[config.mk]
export PLATFORM = sky130hd
export DESIGN_NAME = perf_event_select_ctl
export DESIGN_NICKNAME = d
export VERILOG_FILES = /design/src/perf_evsel_pkg.sv /design/src/ctr_link_if.sv /design/src/perf_ctr_unit.sv /design/src/perf_event_select_ctl.sv
export SDC_FILE = /design/constraint.sdc
export NUM_CORES = 1
export LEC_CHECK = 0
export BUFFER_PORTS_ARGS = -buffer_cell sky130_fd_sc_hd__buf_2
export CAP_MARGIN = 20
export CORE_MARGIN = 5
export CORE_UTILIZATION = 60
export DETAILED_ROUTE_END_ITERATION = 7
export GPL_TIMING_DRIVEN = 0
export PLACE_DENSITY = 0.84
export SLEW_MARGIN = 5
export SYNTH_ARGS = -nofsm -noshare
export SYNTH_HDL_FRONTEND = slang
export SYNTH_SLANG_ARGS = --single-unit
[constraint.sdc]
create_clock -name i_core_clk -period 15.8 [get_ports i_core_clk]
set_clock_uncertainty 0.05 [all_clocks]
set_input_delay 2.37 -clock i_core_clk [delete_from_list [all_inputs] [get_ports i_core_clk]]
set_output_delay 2.37 -clock i_core_clk [all_outputs]
set_load 0.01 [all_outputs]
[src/perf_evsel_pkg.sv]
// Package: field layout, register indices and sizes of the event-select block.
// Assumes 32-bit register words reached by byte address = 4 * index.
package perf_evsel_pkg;
  localparam int NUM_CTR = 2;
  localparam int NUM_EV = 8;
  localparam int UNIT_W = 8;
  localparam int CTR_W = 32;
  localparam int ADDR_W = 12;
  localparam int EVSEL_W = 3;
  localparam int NCNT_W = 4;
  // Field positions inside each event-select word
  localparam int EVT_LSB = 0;
  localparam int EVT_W = 8;
  localparam int QUAL_LSB = 8;
  localparam int QUAL_W = 8;
  localparam int USR_BIT = 16;
  localparam int KRN_BIT = 17;
  localparam int OCC_BIT = 18;
  localparam int PIN_BIT = 19;
  localparam int INT_BIT = 20;
  localparam int GEN_BIT = 22;
  localparam int INV_BIT = 23;
  localparam int THR_LSB = 24;
  localparam int THR_W = 8;
  // Register indices; byte address is four times the index
  localparam logic [9:0] IDX_SEL0 = 10'h186;
  localparam logic [9:0] IDX_SEL1 = 10'h187;
  localparam logic [9:0] IDX_CTR0 = 10'h188;
  localparam logic [9:0] IDX_CTR1 = 10'h189;
  localparam logic [9:0] IDX_STAT = 10'h18a;
  localparam logic [9:0] IDX_MASK = 10'h18b;
  // Reset values
  localparam logic [31:0] RST_SEL = 32'h0000_0000;
  localparam logic [CTR_W-1:0] RST_CTR = 32'h0000_0000;
  localparam logic [NUM_CTR-1:0] RST_STAT = 2'h0;
  localparam logic [NUM_CTR-1:0] RST_MASK = 2'h0;
  localparam logic [1:0] CPL_KERNEL = 2'h0;
endpackage : perf_evsel_pkg
[src/ctr_link_if.sv]
// Interface: configuration, event inputs and results between control and one counter.
// Assumes one core clock shared by both ends.
`timescale 1ns/1ps
interface ctr_link_if;
  import perf_evsel_pkg::*;
  logic [31:0] sel;
  logic gen_en;
  logic [NUM_EV*UNIT_W-1:0] ev_units;
  logic [1:0] cpl;
  logic wr_en;
  logic [CTR_W-1:0] wr_data;
  logic [CTR_W-1:0] cnt;
  logic ovf;
  modport ctl (output sel, gen_en, ev_units, cpl, wr_en, wr_data, input cnt, ovf);
  modport unit (input sel, gen_en, ev_units, cpl, wr_en, wr_data, output cnt, ovf);
endinterface : ctr_link_if

[src/perf_ctr_unit.sv]
// One performance counter steered by its event-select word.
// Assumes events are unit bit vectors sampled each core clock.
`timescale 1ns/1ps
module perf_ctr_unit
  import perf_evsel_pkg::*;
(
  // Clock and reset
  input logic i_core_clk,
  input logic i_srst,
  // Link to control
  ctr_link_if.unit lnk
);
  function automatic logic [NCNT_W-1:0] popcnt(input logic [UNIT_W-1:0] v);
    logic [NCNT_W-1:0] s;
    s = '0;
    for (int k = 0; k < UNIT_W; k++) begin
      s = s + {{(NCNT_W-1){1'b0}}, v[k]};
    end
    return s;
  endfunction : popcnt

  logic [CTR_W-1:0] cnt_r;
  logic pass_q_r;

  wire [EVT_W-1:0] code = lnk.sel[EVT_LSB +: EVT_W];
  wire [QUAL_W-1:0] qual_raw = lnk.sel[QUAL_LSB +: QUAL_W];
  wire [THR_W-1:0] thr = lnk.sel[THR_LSB +: THR_W];
  wire code_ok = (code < EVT_W'(NUM_EV));
  wire [UNIT_W-1:0] units = lnk.ev_units[code[EVSEL_W-1:0]*UNIT_W +: UNIT_W];
  wire [QUAL_W-1:0] qual = (qual_raw == '0) ? '1 : qual_raw;
  wire [NCNT_W-1:0] n = code_ok ? popcnt(units & qual) : '0;
  wire thr_on = (thr != '0);
  wire cmp = ({{(THR_W-NCNT_W){1'b0}}, n} >= thr) ^ lnk.sel[INV_BIT];
  wire pass = thr_on ? cmp : (n != '0);
  wire priv_ok = (lnk.cpl == CPL_KERNEL) ? lnk.sel[KRN_BIT] : lnk.sel[USR_BIT];
  wire active = lnk.gen_en & priv_ok & code_ok;
  // Occurrence with a threshold counts entries into the passing state
  wire [NCNT_W-1:0] inc_occ = thr_on ? {{(NCNT_W-1){1'b0}}, pass & ~pass_q_r} : n;
  wire [NCNT_W-1:0] inc_dur = {{(NCNT_W-1){1'b0}}, pass};
  wire [NCNT_W-1:0] inc = !active ? '0 : (lnk.sel[OCC_BIT] ? inc_occ : inc_dur);
  wire [CTR_W:0] sum = {1'b0, cnt_r} + {{(CTR_W+1-NCNT_W){1'b0}}, inc};

  always_ff @(posedge i_core_clk) begin
    if (i_srst) begin
      cnt_r <= RST_CTR;
      pass_q_r <= 1'b0;
    end else begin
      // Software write wins over counting in the same cycle
      cnt_r <= lnk.wr_en ? lnk.wr_data : sum[CTR_W-1:0];
      pass_q_r <= active & pass;
    end
  end

  assign lnk.cnt = cnt_r;
  assign lnk.ovf = ~lnk.wr_en & sum[CTR_W];
endmodule : perf_ctr_unit

[src/perf_event_select_ctl.sv]
// Top: event-select registers, two counters, overflow pin and interrupt request.
// Assumes a single-cycle strobe register port and synchronous event inputs.
//
// The plain strobed port and the register addresses are this design's own decisions.
`timescale 1ns/1ps
// Summary of operation
// - Bit 18 one counts occurrences, zero counts active cycles.
// - Bit 19 makes a counter overflow pulse the breakpoint pin zero.
// - Bit 20 lets a counter overflow request the local interrupt controller.
// - Bit 23 inverts the threshold compare against bits 31:24.
// - Bits 7:0 pick the event the counter watches.
// - Bits 15:8 qualify event units; zero takes every unit.
// - Bit 16 enables user levels, bit 17 enables kernel level.
// - Bit 22 of the first select word enables both counters.
module perf_event_select_ctl
  import perf_evsel_pkg::*;
(
  // Clock and reset
  input logic i_core_clk,
  input logic i_srst,
  // Register port
  input logic [ADDR_W-1:0] i_addr,
  input logic [31:0] i_wdata,
  input logic i_wr,
  input logic i_rd,
  output logic [31:0] o_rdata,
  // Events and privilege
  input logic [NUM_EV*UNIT_W-1:0] i_event_units,
  input logic [1:0] i_cpl,
  // Signalling
  output logic o_breakpoint_pin_zero,
  output logic o_local_interrupt_controller_irq
);
  logic [31:0] sel_r [NUM_CTR];
  logic [NUM_CTR-1:0] stat_r;
  logic [NUM_CTR-1:0] mask_r;
  logic [31:0] rdata_r;
  logic bp_r;
  logic irq_r;
  logic [NUM_CTR-1:0] ovf;
  logic [NUM_CTR-1:0] pin_ev;
  logic [NUM_CTR-1:0] int_ev;
  logic [CTR_W-1:0] cnt [NUM_CTR];

  wire word_ok = (i_addr[1:0] == 2'h0);
  wire [9:0] idx = i_addr[ADDR_W-1:2];
  wire hit_sel0 = word_ok && (idx == IDX_SEL0);
  wire hit_sel1 = word_ok && (idx == IDX_SEL1);
  wire hit_ctr0 = word_ok && (idx == IDX_CTR0);
  wire hit_ctr1 = word_ok && (idx == IDX_CTR1);
  wire hit_stat = word_ok && (idx == IDX_STAT);
  wire hit_mask = word_ok && (idx == IDX_MASK);
  wire [NUM_CTR-1:0] hit_sel = {hit_sel1, hit_sel0};
  wire [NUM_CTR-1:0] hit_ctr = {hit_ctr1, hit_ctr0};
  wire rd_stat = i_rd && hit_stat;
  wire gen_en = sel_r[0][GEN_BIT];

  genvar g;
  generate
    for (g = 0; g < NUM_CTR; g++) begin : g_ctr
      ctr_link_if lnk ();
      assign lnk.sel = sel_r[g];
      assign lnk.gen_en = gen_en;
      assign lnk.ev_units = i_event_units;
      assign lnk.cpl = i_cpl;
      assign lnk.wr_en = i_wr && hit_ctr[g];
      assign lnk.wr_data = i_wdata;
      assign cnt[g] = lnk.cnt;
      assign ovf[g] = lnk.ovf;
      assign pin_ev[g] = lnk.ovf & sel_r[g][PIN_BIT];
      assign int_ev[g] = lnk.ovf & sel_r[g][INT_BIT];
      perf_ctr_unit u_ctr (
        .i_core_clk(i_core_clk),
        .i_srst(i_srst),
        .lnk(lnk)
      );
      always_ff @(posedge i_core_clk) begin
        if (i_srst) begin
          sel_r[g] <= RST_SEL;
        end else if (i_wr && hit_sel[g]) begin
          sel_r[g] <= i_wdata;
        end
      end
    end
  endgenerate

  // Set wins over the read that clears, so no overflow is lost
  wire [NUM_CTR-1:0] stat_nxt = (rd_stat ? '0 : stat_r) | int_ev;
  wire [NUM_CTR-1:0] mask_nxt = (i_wr && hit_mask) ? i_wdata[NUM_CTR-1:0] : mask_r;
  wire [31:0] rd_word =
      hit_sel0 ? sel_r[0] :
      hit_sel1 ? sel_r[1] :
      hit_ctr0 ? cnt[0] :
      hit_ctr1 ? cnt[1] :
      hit_stat ? {30'h0, stat_r} :
      hit_mask ? {30'h0, mask_r} : 32'h0;
  wire [31:0] rdata_nxt = i_rd ? rd_word : 32'h0;

  always_ff @(posedge i_core_clk) begin
    if (i_srst) begin
      stat_r <= RST_STAT;
      mask_r <= RST_MASK;
      rdata_r <= 32'h0;
      bp_r <= 1'b0;
      irq_r <= 1'b0;
    end else begin
      stat_r <= stat_nxt;
      mask_r <= mask_nxt;
      rdata_r <= rdata_nxt;
      bp_r <= |pin_ev;
      irq_r <= |(stat_nxt & mask_nxt);
    end
  end

  assign o_rdata = rdata_r;
  assign o_breakpoint_pin_zero = bp_r;
  assign o_local_interrupt_controller_irq = irq_r;
endmodule : perf_event_select_ctl

Yosys cells after proc, flatten, opt, wreduce, memory -nomap -nowiden --
Memories as Yosys holds them, arrays and structs flattened. Index checks and enable logic that the tools add are counted.
Operators by class: bitwise gates (word level) 27, $lt $le $gt $ge 4, shift-type cells 2, $add $sub $neg 16, muxes and demuxes 34, reductions and logical operators 23, equality and inequality tests 6
Operator list (number):
- $mux W32 | 8
- $shiftx A64 B7 Y8 | 2
- $add A32 B4 Y33 | 2
- $eq A10 B9 Y1 const B | 6
- $add A4 B1 Y4 | 12
- $mux W4 | 8
- $and A8 B8 Y8 | 2
- $ge A4 B8 Y1 | 2
- $logic_not A8 Y1 | 2
- $lt A8 B4 Y1 const B | 2
- $mux W8 | 2
- $reduce_bool A8 Y1 | 2
- $and A1 B1 Y1 | 14
- $logic_and A1 B1 Y1 | 12
- $mux W1 | 12
- $mux W2 | 4
- $reduce_bool A4 Y1 | 2
- $reduce_or A2 Y1 | 3
- $not A1 Y1 | 5
- $add A1 B1 Y2 | 2
- $logic_not A2 Y1 | 2
- $and A2 B2 Y2 | 1
- $or A1 B1 Y1 | 2
- $or A2 B2 Y2 | 1
- $xor A1 B1 Y1 | 2
Word-level totals: register bits 104, word-level logic and storage cells 122, memories kept 1, memory bits (writable) 64, output and inout bits 34
Memory list:
- sel_r | depth 2, bits a word 32, read ports 2, clocked after memory_dff 0, wr ports 2, line perf_event_select_ctl.sv:34 | logic [31:0] sel_r [NUM_CTR];

Longest topological paths before layout --
An unclocked memory read counts as a cell.
depth in word-level cells 25, depth in mapped cells 29, depth with buffers taken out 28

Modules after synthesis --
A second synthesis with hierarchy kept.
Second synthesis, totals: cells, all modules 1074, area total of the unflattened synthesis 10714.0 sq um
Modules (own cells, without submodules):
- perf_event_select_ctl | seq. area each 2682.6 sq um, cells an instance 422, area each 4991.0 sq um, times used 1
- perf_ctr_unit at g_ctr[0].u_ctr | seq. area each 660.6 sq um, cells an instance 325, area each 2890.3 sq um, times used 1
- perf_ctr_unit at g_ctr[1].u_ctr | seq. area each 660.6 sq um, cells an instance 327, area each 2832.7 sq um, times used 1

Least setup slack after synthesis --
No wires, ideal clock.
path kind input port to flip-flop, start point input i_event_units[56], end point register g_ctr[1].u_ctr.cnt_r[30], arrival 8.629 ns, required time 15.664 ns, setup slack 7.036 ns, setup time 0.086 ns, stages on the path 26, cell sequence mux4_2 -> mux2i_1 -> nor2_1 -> ha_1 -> inv_1 -> fa_1 -> fa_1 -> inv_1 -> fa_1 -> inv_1 -> or3_2 -> ha_1 -> nand2b_1 -> a21oi_1 -> maj3_2 -> o311a_1 -> a211oi_1 -> ha_1 -> inv_1 -> fa_1 -> nor2b_1 -> o21ai_0 -> a2111oi_2 -> nand3_1 -> xor2_1 -> a211oi_1
Between the ends: cells in the longest elaborated chain, start to end 19
RTL lines:
- start, declared | line perf_event_select_ctl.sv:28 | input logic [NUM_EV*UNIT_W-1:0] i_event_units,
- $shiftx A64 B7 Y8 * | line perf_ctr_unit.sv:29 | wire [UNIT_W-1:0] units = lnk.ev_units[code[EVSEL_W-1:0]*UNIT_W +: UNIT_W];
- $and A8 B8 Y8 * | line perf_ctr_unit.sv:31 | wire [NCNT_W-1:0] n = code_ok ? popcnt(units & qual) : '0;
- $add A1 B1 Y2 * | line perf_ctr_unit.sv:17 | s = s + {{(NCNT_W-1){1'b0}}, v[k]};
- $add A4 B1 Y4 * (6 in series) | line perf_ctr_unit.sv:17
- $mux W4 * | line perf_ctr_unit.sv:31
- $ge A4 B8 Y1 | line perf_ctr_unit.sv:33 | wire cmp = ({{(THR_W-NCNT_W){1'b0}}, n} >= thr) ^ lnk.sel[INV_BIT];
- $xor A1 B1 Y1 | line perf_ctr_unit.sv:33
- $mux W1 | line perf_ctr_unit.sv:34 | wire pass = thr_on ? cmp : (n != '0);
- $and A1 B1 Y1 | line perf_ctr_unit.sv:38 | wire [NCNT_W-1:0] inc_occ = thr_on ? {{(NCNT_W-1){1'b0}}, pass & ~pass_q_r} : n;
- $mux W4 | line perf_ctr_unit.sv:38
- $mux W4 * (2 in series) | line perf_ctr_unit.sv:40 | wire [NCNT_W-1:0] inc = !active ? '0 : (lnk.sel[OCC_BIT] ? inc_occ : inc_dur);
- $add A32 B4 Y33 * | line perf_ctr_unit.sv:41 | wire [CTR_W:0] sum = {1'b0, cnt_r} + {{(CTR_W+1-NCNT_W){1'b0}}, inc};
- $mux W32 * | line perf_ctr_unit.sv:49 | cnt_r <= lnk.wr_en ? lnk.wr_data : sum[CTR_W-1:0];
- end signal, assigned | line perf_ctr_unit.sv:49
- end, declared | line perf_ctr_unit.sv:22 | logic [CTR_W-1:0] cnt_r;
Mark *: on every way between the ends. The rest lies on a longest branch, timed or not. A chain may end at the register's enable or synchronous reset.

Worst setup path in the final report --
Ends and elaborated chain as after synthesis.

==> Implementation_results.wiki <==
{| class="wikitable"
! Metric !! Value
|-
| Run status || finished, violations left
|-
| Failing checks || DRC
|-
| Global placer's final weighted congestion || about 0.99
|-
| Area fraction in compound gates after synthesis || 14.23%
|-
| Area of the core || between 0.015 and 0.02 mm2
|-
| Number of distinct library cells after synthesis || 65
|-
| Setup Buffers After CTS || 0
|-
| Launching element of the worst setup path || i_event_units[56]
|-
| Die outline area || ~0.019 mm2
|-
| Type of origin of the critical path || primary input
|-
| Crit end category || register
|-
| Antenna viol nets, final || 0
|-
| Grt total ovfl || 0
|-
| Area fraction of the dominant cell type after synthesis || between 20% and 30%
|-
| Horizontal die dimension || 136.4 um
|-
| Pwr Density || about 90 mW/mm2
|-
| Hold wc startpoint || g_ctr[0].u_ctr.lnk.cnt[2]
|-
| Buffer type at the clock tree root || clkbuf_16
|-
| Xor/xnor share of the synthesized area || between 5 and 6%
|-
| Vertical extent of the die || 136.4 um
|-
| Tightest hold margin || 0.4346 ns
|-
| Via count || ~8900
|-
| Synthesized flop and latch total || ~170
|-
| Fraction of final layout cells sized beyond drive strength 1 || between 20% and 30%
|-
| TritonCTS Buffers || 17
|-
| Setup slack, reg-to-reg || between 6 and 7 ns
|-
| Total of warnings raised by yosys || 0
|-
| Initial core utilization || 60.77%
|-
| Period Utilization, post-route || 60.81%
|-
| Share of synthesized cell area in and, or, nand and nor gates || 20.96%
|-
| Proportion of synthesized chip area in sequential cells || a little over two fifths
|-
| Maximum achievable frequency || approximately 100 MHz
|-
| Max Slew Vio Count || 0
|-
| Total GRT Usage || between 30% and 40%
|-
| Pin count of the biggest net entering global routing || 33
|-
| Maximum capacitance violations || 0
|-
| Total number of placement rows || 46
|-
| Cell taking the most area after synthesis || dfxtp_1
|-
| Path category of the worst min-delay check || reg -> reg
|-
| Arrival @ worst endpoint || 9.91 ns
|-
| Antenna diode count || 0
|-
| Number of enable flip-flop cells after synthesis || 64
|-
| Number of failing setup endpoints in the final timing report || 0
|-
| Leading cell types by total area after synthesis || dfxtp_1, edfxtp_1, mux4_2
|-
| Layout Nets || ~1300
|-
| Relative slew margins || 26.13%
|-
| Highest net fanout along the worst path || 4
|-
| Synthesized-area fraction occupied by adder cells || 4.922%
|-
| Fin crit period || slightly below 10 ns
|-
| Worst endpoint required time || between 15 and 20 ns
|-
| Leading post-synthesis cells by instance count || dfxtp_1, nor2_1, nand2_1
|-
| Post-Syn Area || 0.009583 mm2
|-
| Max Root-Sink Buffers || 2
|-
| Drt initial violations || ~1300
|-
| Largest delay contributor family on the critical path || adder cells
|-
| Slowest cell on crit path || a2111oi_2
|-
| Ys async rst share || 0%
|-
| Worst Max-Slew Pin Slew || 1.106 ns
|-
| Number of global-route vias before repair || 8605
|-
| First-pass GRT wire length || ~46000 um
|-
| Mapped Nets || between 1000 and 1500
|-
| Slowest stage delay, CP || slightly below 0.9 ns
|-
| Routed wirelength normalized by instance count || between 20 and 25 um
|-
| Start-to-end type of the worst setup path || in -> reg
|-
| Hold Buf Count CTS || 0
|-
| Max rail drop VDD || about 0.00012 V
|-
| Max H-tree Level || 4
|-
| Hold violation total from the final report || 0
|-
| Total Power || 0.001009 W
|-
| Filler cells || ~1200
|-
| Buffers plus inverters on the worst setup path || 5
|-
| Dominant combinational cell family by area after synthesis || simple AND/OR/NAND/NOR gates
|-
| Antenna violations before repair || 0
|-
| Length of the first detailed-routing pass in iterations || 8
|-
| Clock latency on the worst-skew pair || 0.44 ns
|-
| Total of cells resized after clock tree synthesis || 0
|-
| Count leader, synth || dfxtp_1
|-
| CTS tree || yes
|-
| Prevailing post-synth register cell || dfxtp_1
|-
| Setup Total Neg Slack || 0 ns
|-
| Routed WL || around 31000 um
|-
| Clock-pin slew of the registers on the worst-case setup and hold paths || around 0.070 ns
|-
| Multiplexer share of the synthesized area || about 9%
|-
| Post-DR vias/cell || 6.522
|-
| Boundary pin count || ~150
|-
| RSZ-0062 raised after global routing || no
|-
| # DRC || 11
|-
| Quantity of I/O buffers inserted on ports || between 100 and 150
|-
| HPWL after detailed placement || approximately 22000 um
|-
| # clock sinks || 168
|-
| Area growth syn-to-layout || 16.74%
|-
| Synthesized instance count || just under 1000
|-
| Leak Pwr || roughly 4.2 nW
|-
| Post-synthesis average cell area || 9.879 um2
|-
| Launch point of the worst reg-to-reg path || sel_r[1][0]
|}
placed cells by master, fill, tap and decap left out, types with 3 or more instances in the layout:
master / n
a22oi_1: 4
inv_6: 3
o221ai_1: 8
nor2b_1: 12
nor2_1: 102
nor3b_1: 6
and3_1: 15
xnor2_1: 39
fa_1: 10
o21ai_0: 9
inv_1: 35
nand3b_1: 3
nand2_1: 79
a211oi_1: 55
mux4_2: 32
nand4_1: 8
or2_2: 3
mux2i_1: 11
buf_2: 162
nand3_1: 24
xor2_1: 20
nor3_1: 13
bufinv_16: 3
a21o_1: 7
clkinvlp_4: 4
dfxtp_1: 104
nand2b_1: 14
edfxtp_1: 64
or3_1: 3
clkbuf_16: 17
clkbuf_1: 45
ha_1: 20
and4_1: 11
or4_1: 6
and2_1: 67
a21oi_1: 53
nor4_1: 6
a222oi_1: 30
power breakdown:
| part | internal (W) | leakage [nW] | total, W | switching [W] |
|---|---|---|---|---|
| clock | 0.000251 | 0.282 | 0.000434 | 0.000183 |
| combinational | 0.0000475 | 2.46 | 0.000109 | 0.0000613 |
| sequential | 0.000457 | 1.44 | 0.000466 | 0.00000848 |
| total | 0.000755 | 4.19 | 0.00101 | 0.000253 |
registers in the layout, indices dropped and copies added (netlist names):
signal / cells
stat_r: 2
sel_r: 64
g_ctr.u_ctr.lnk.cnt: 64
o_local_interrupt_controller_irq: 1
mask_r: 2
g_ctr.u_ctr.pass_q_r: 2
o_rdata: 32
o_breakpoint_pin_zero: 1
final timing paths:
kind	end	cells after the start
setup / recovery	g_ctr[1].u_ctr.lnk.cnt[30]	27
hold / removal	o_rdata[2]	2
setup reg to reg	g_ctr[1].u_ctr.lnk.cnt[30]	28
hold reg to reg	o_rdata[2]	2
routing by layer:
layer  wire length, um  up-vias  global-route usage (%)
met1             11350     4208                   42.00
met2             13930      672                   51.38
met3              4066      107                   10.10
met4              1363        0                   16.13
met5                 0        -                       0
li1                  -     3909                       -
worst register-to-register path: cells and delay by family (launching register included):
family | cells | cell delay (ns)
fa+ha+maj | 8 | 3.13
compound gates | 6 | 2.08
buf+inv | 6 | 1.24
simple gates | 5 | 1.07
mux | 2 | 0.81
flops | 1 | 0.32
xor+xnor | 1 | 0.19
metrics by stage:
step                      cells  setup WS, ns  utilization, %  area [um2]
final                      1364         6.191           70.94       11190
after global routing       1364         5.822           70.94       11190
after CTS                  1364         6.297           70.94       11190
after detailed placement   1332         5.930           67.13       10590
after global placement     1332         6.015           67.11       10580
after floorplan             970         7.036               -        9583
cell families (layout without fill, tap and decap cells):
logic type               Yosys count  after routing
AO/OA/AOI/OAI                    186            186
XOR/XNOR                          59             59
adder cells (fa/ha/maj)           32             32
buffers and inverters             95            273
flip-flops                       168            168
multiplexers                      44             44
AND/OR/NAND/NOR                  386            386
area by class of cell:
cell class	count	area (um2)	share of cell area [%]
multi-input cells	707	5205	46.53
flip-flops and latches	168	4004	35.79
repair buffers	146	730.7	6.532
clock buffers	19	432.9	3.870
well taps	216	270.3	2.416
plain buffers	60	245.2	2.192
clock inverters	13	167.7	1.499
inverters	35	131.4	1.174
Note: power is estimated with default switching activity, not from simulation.
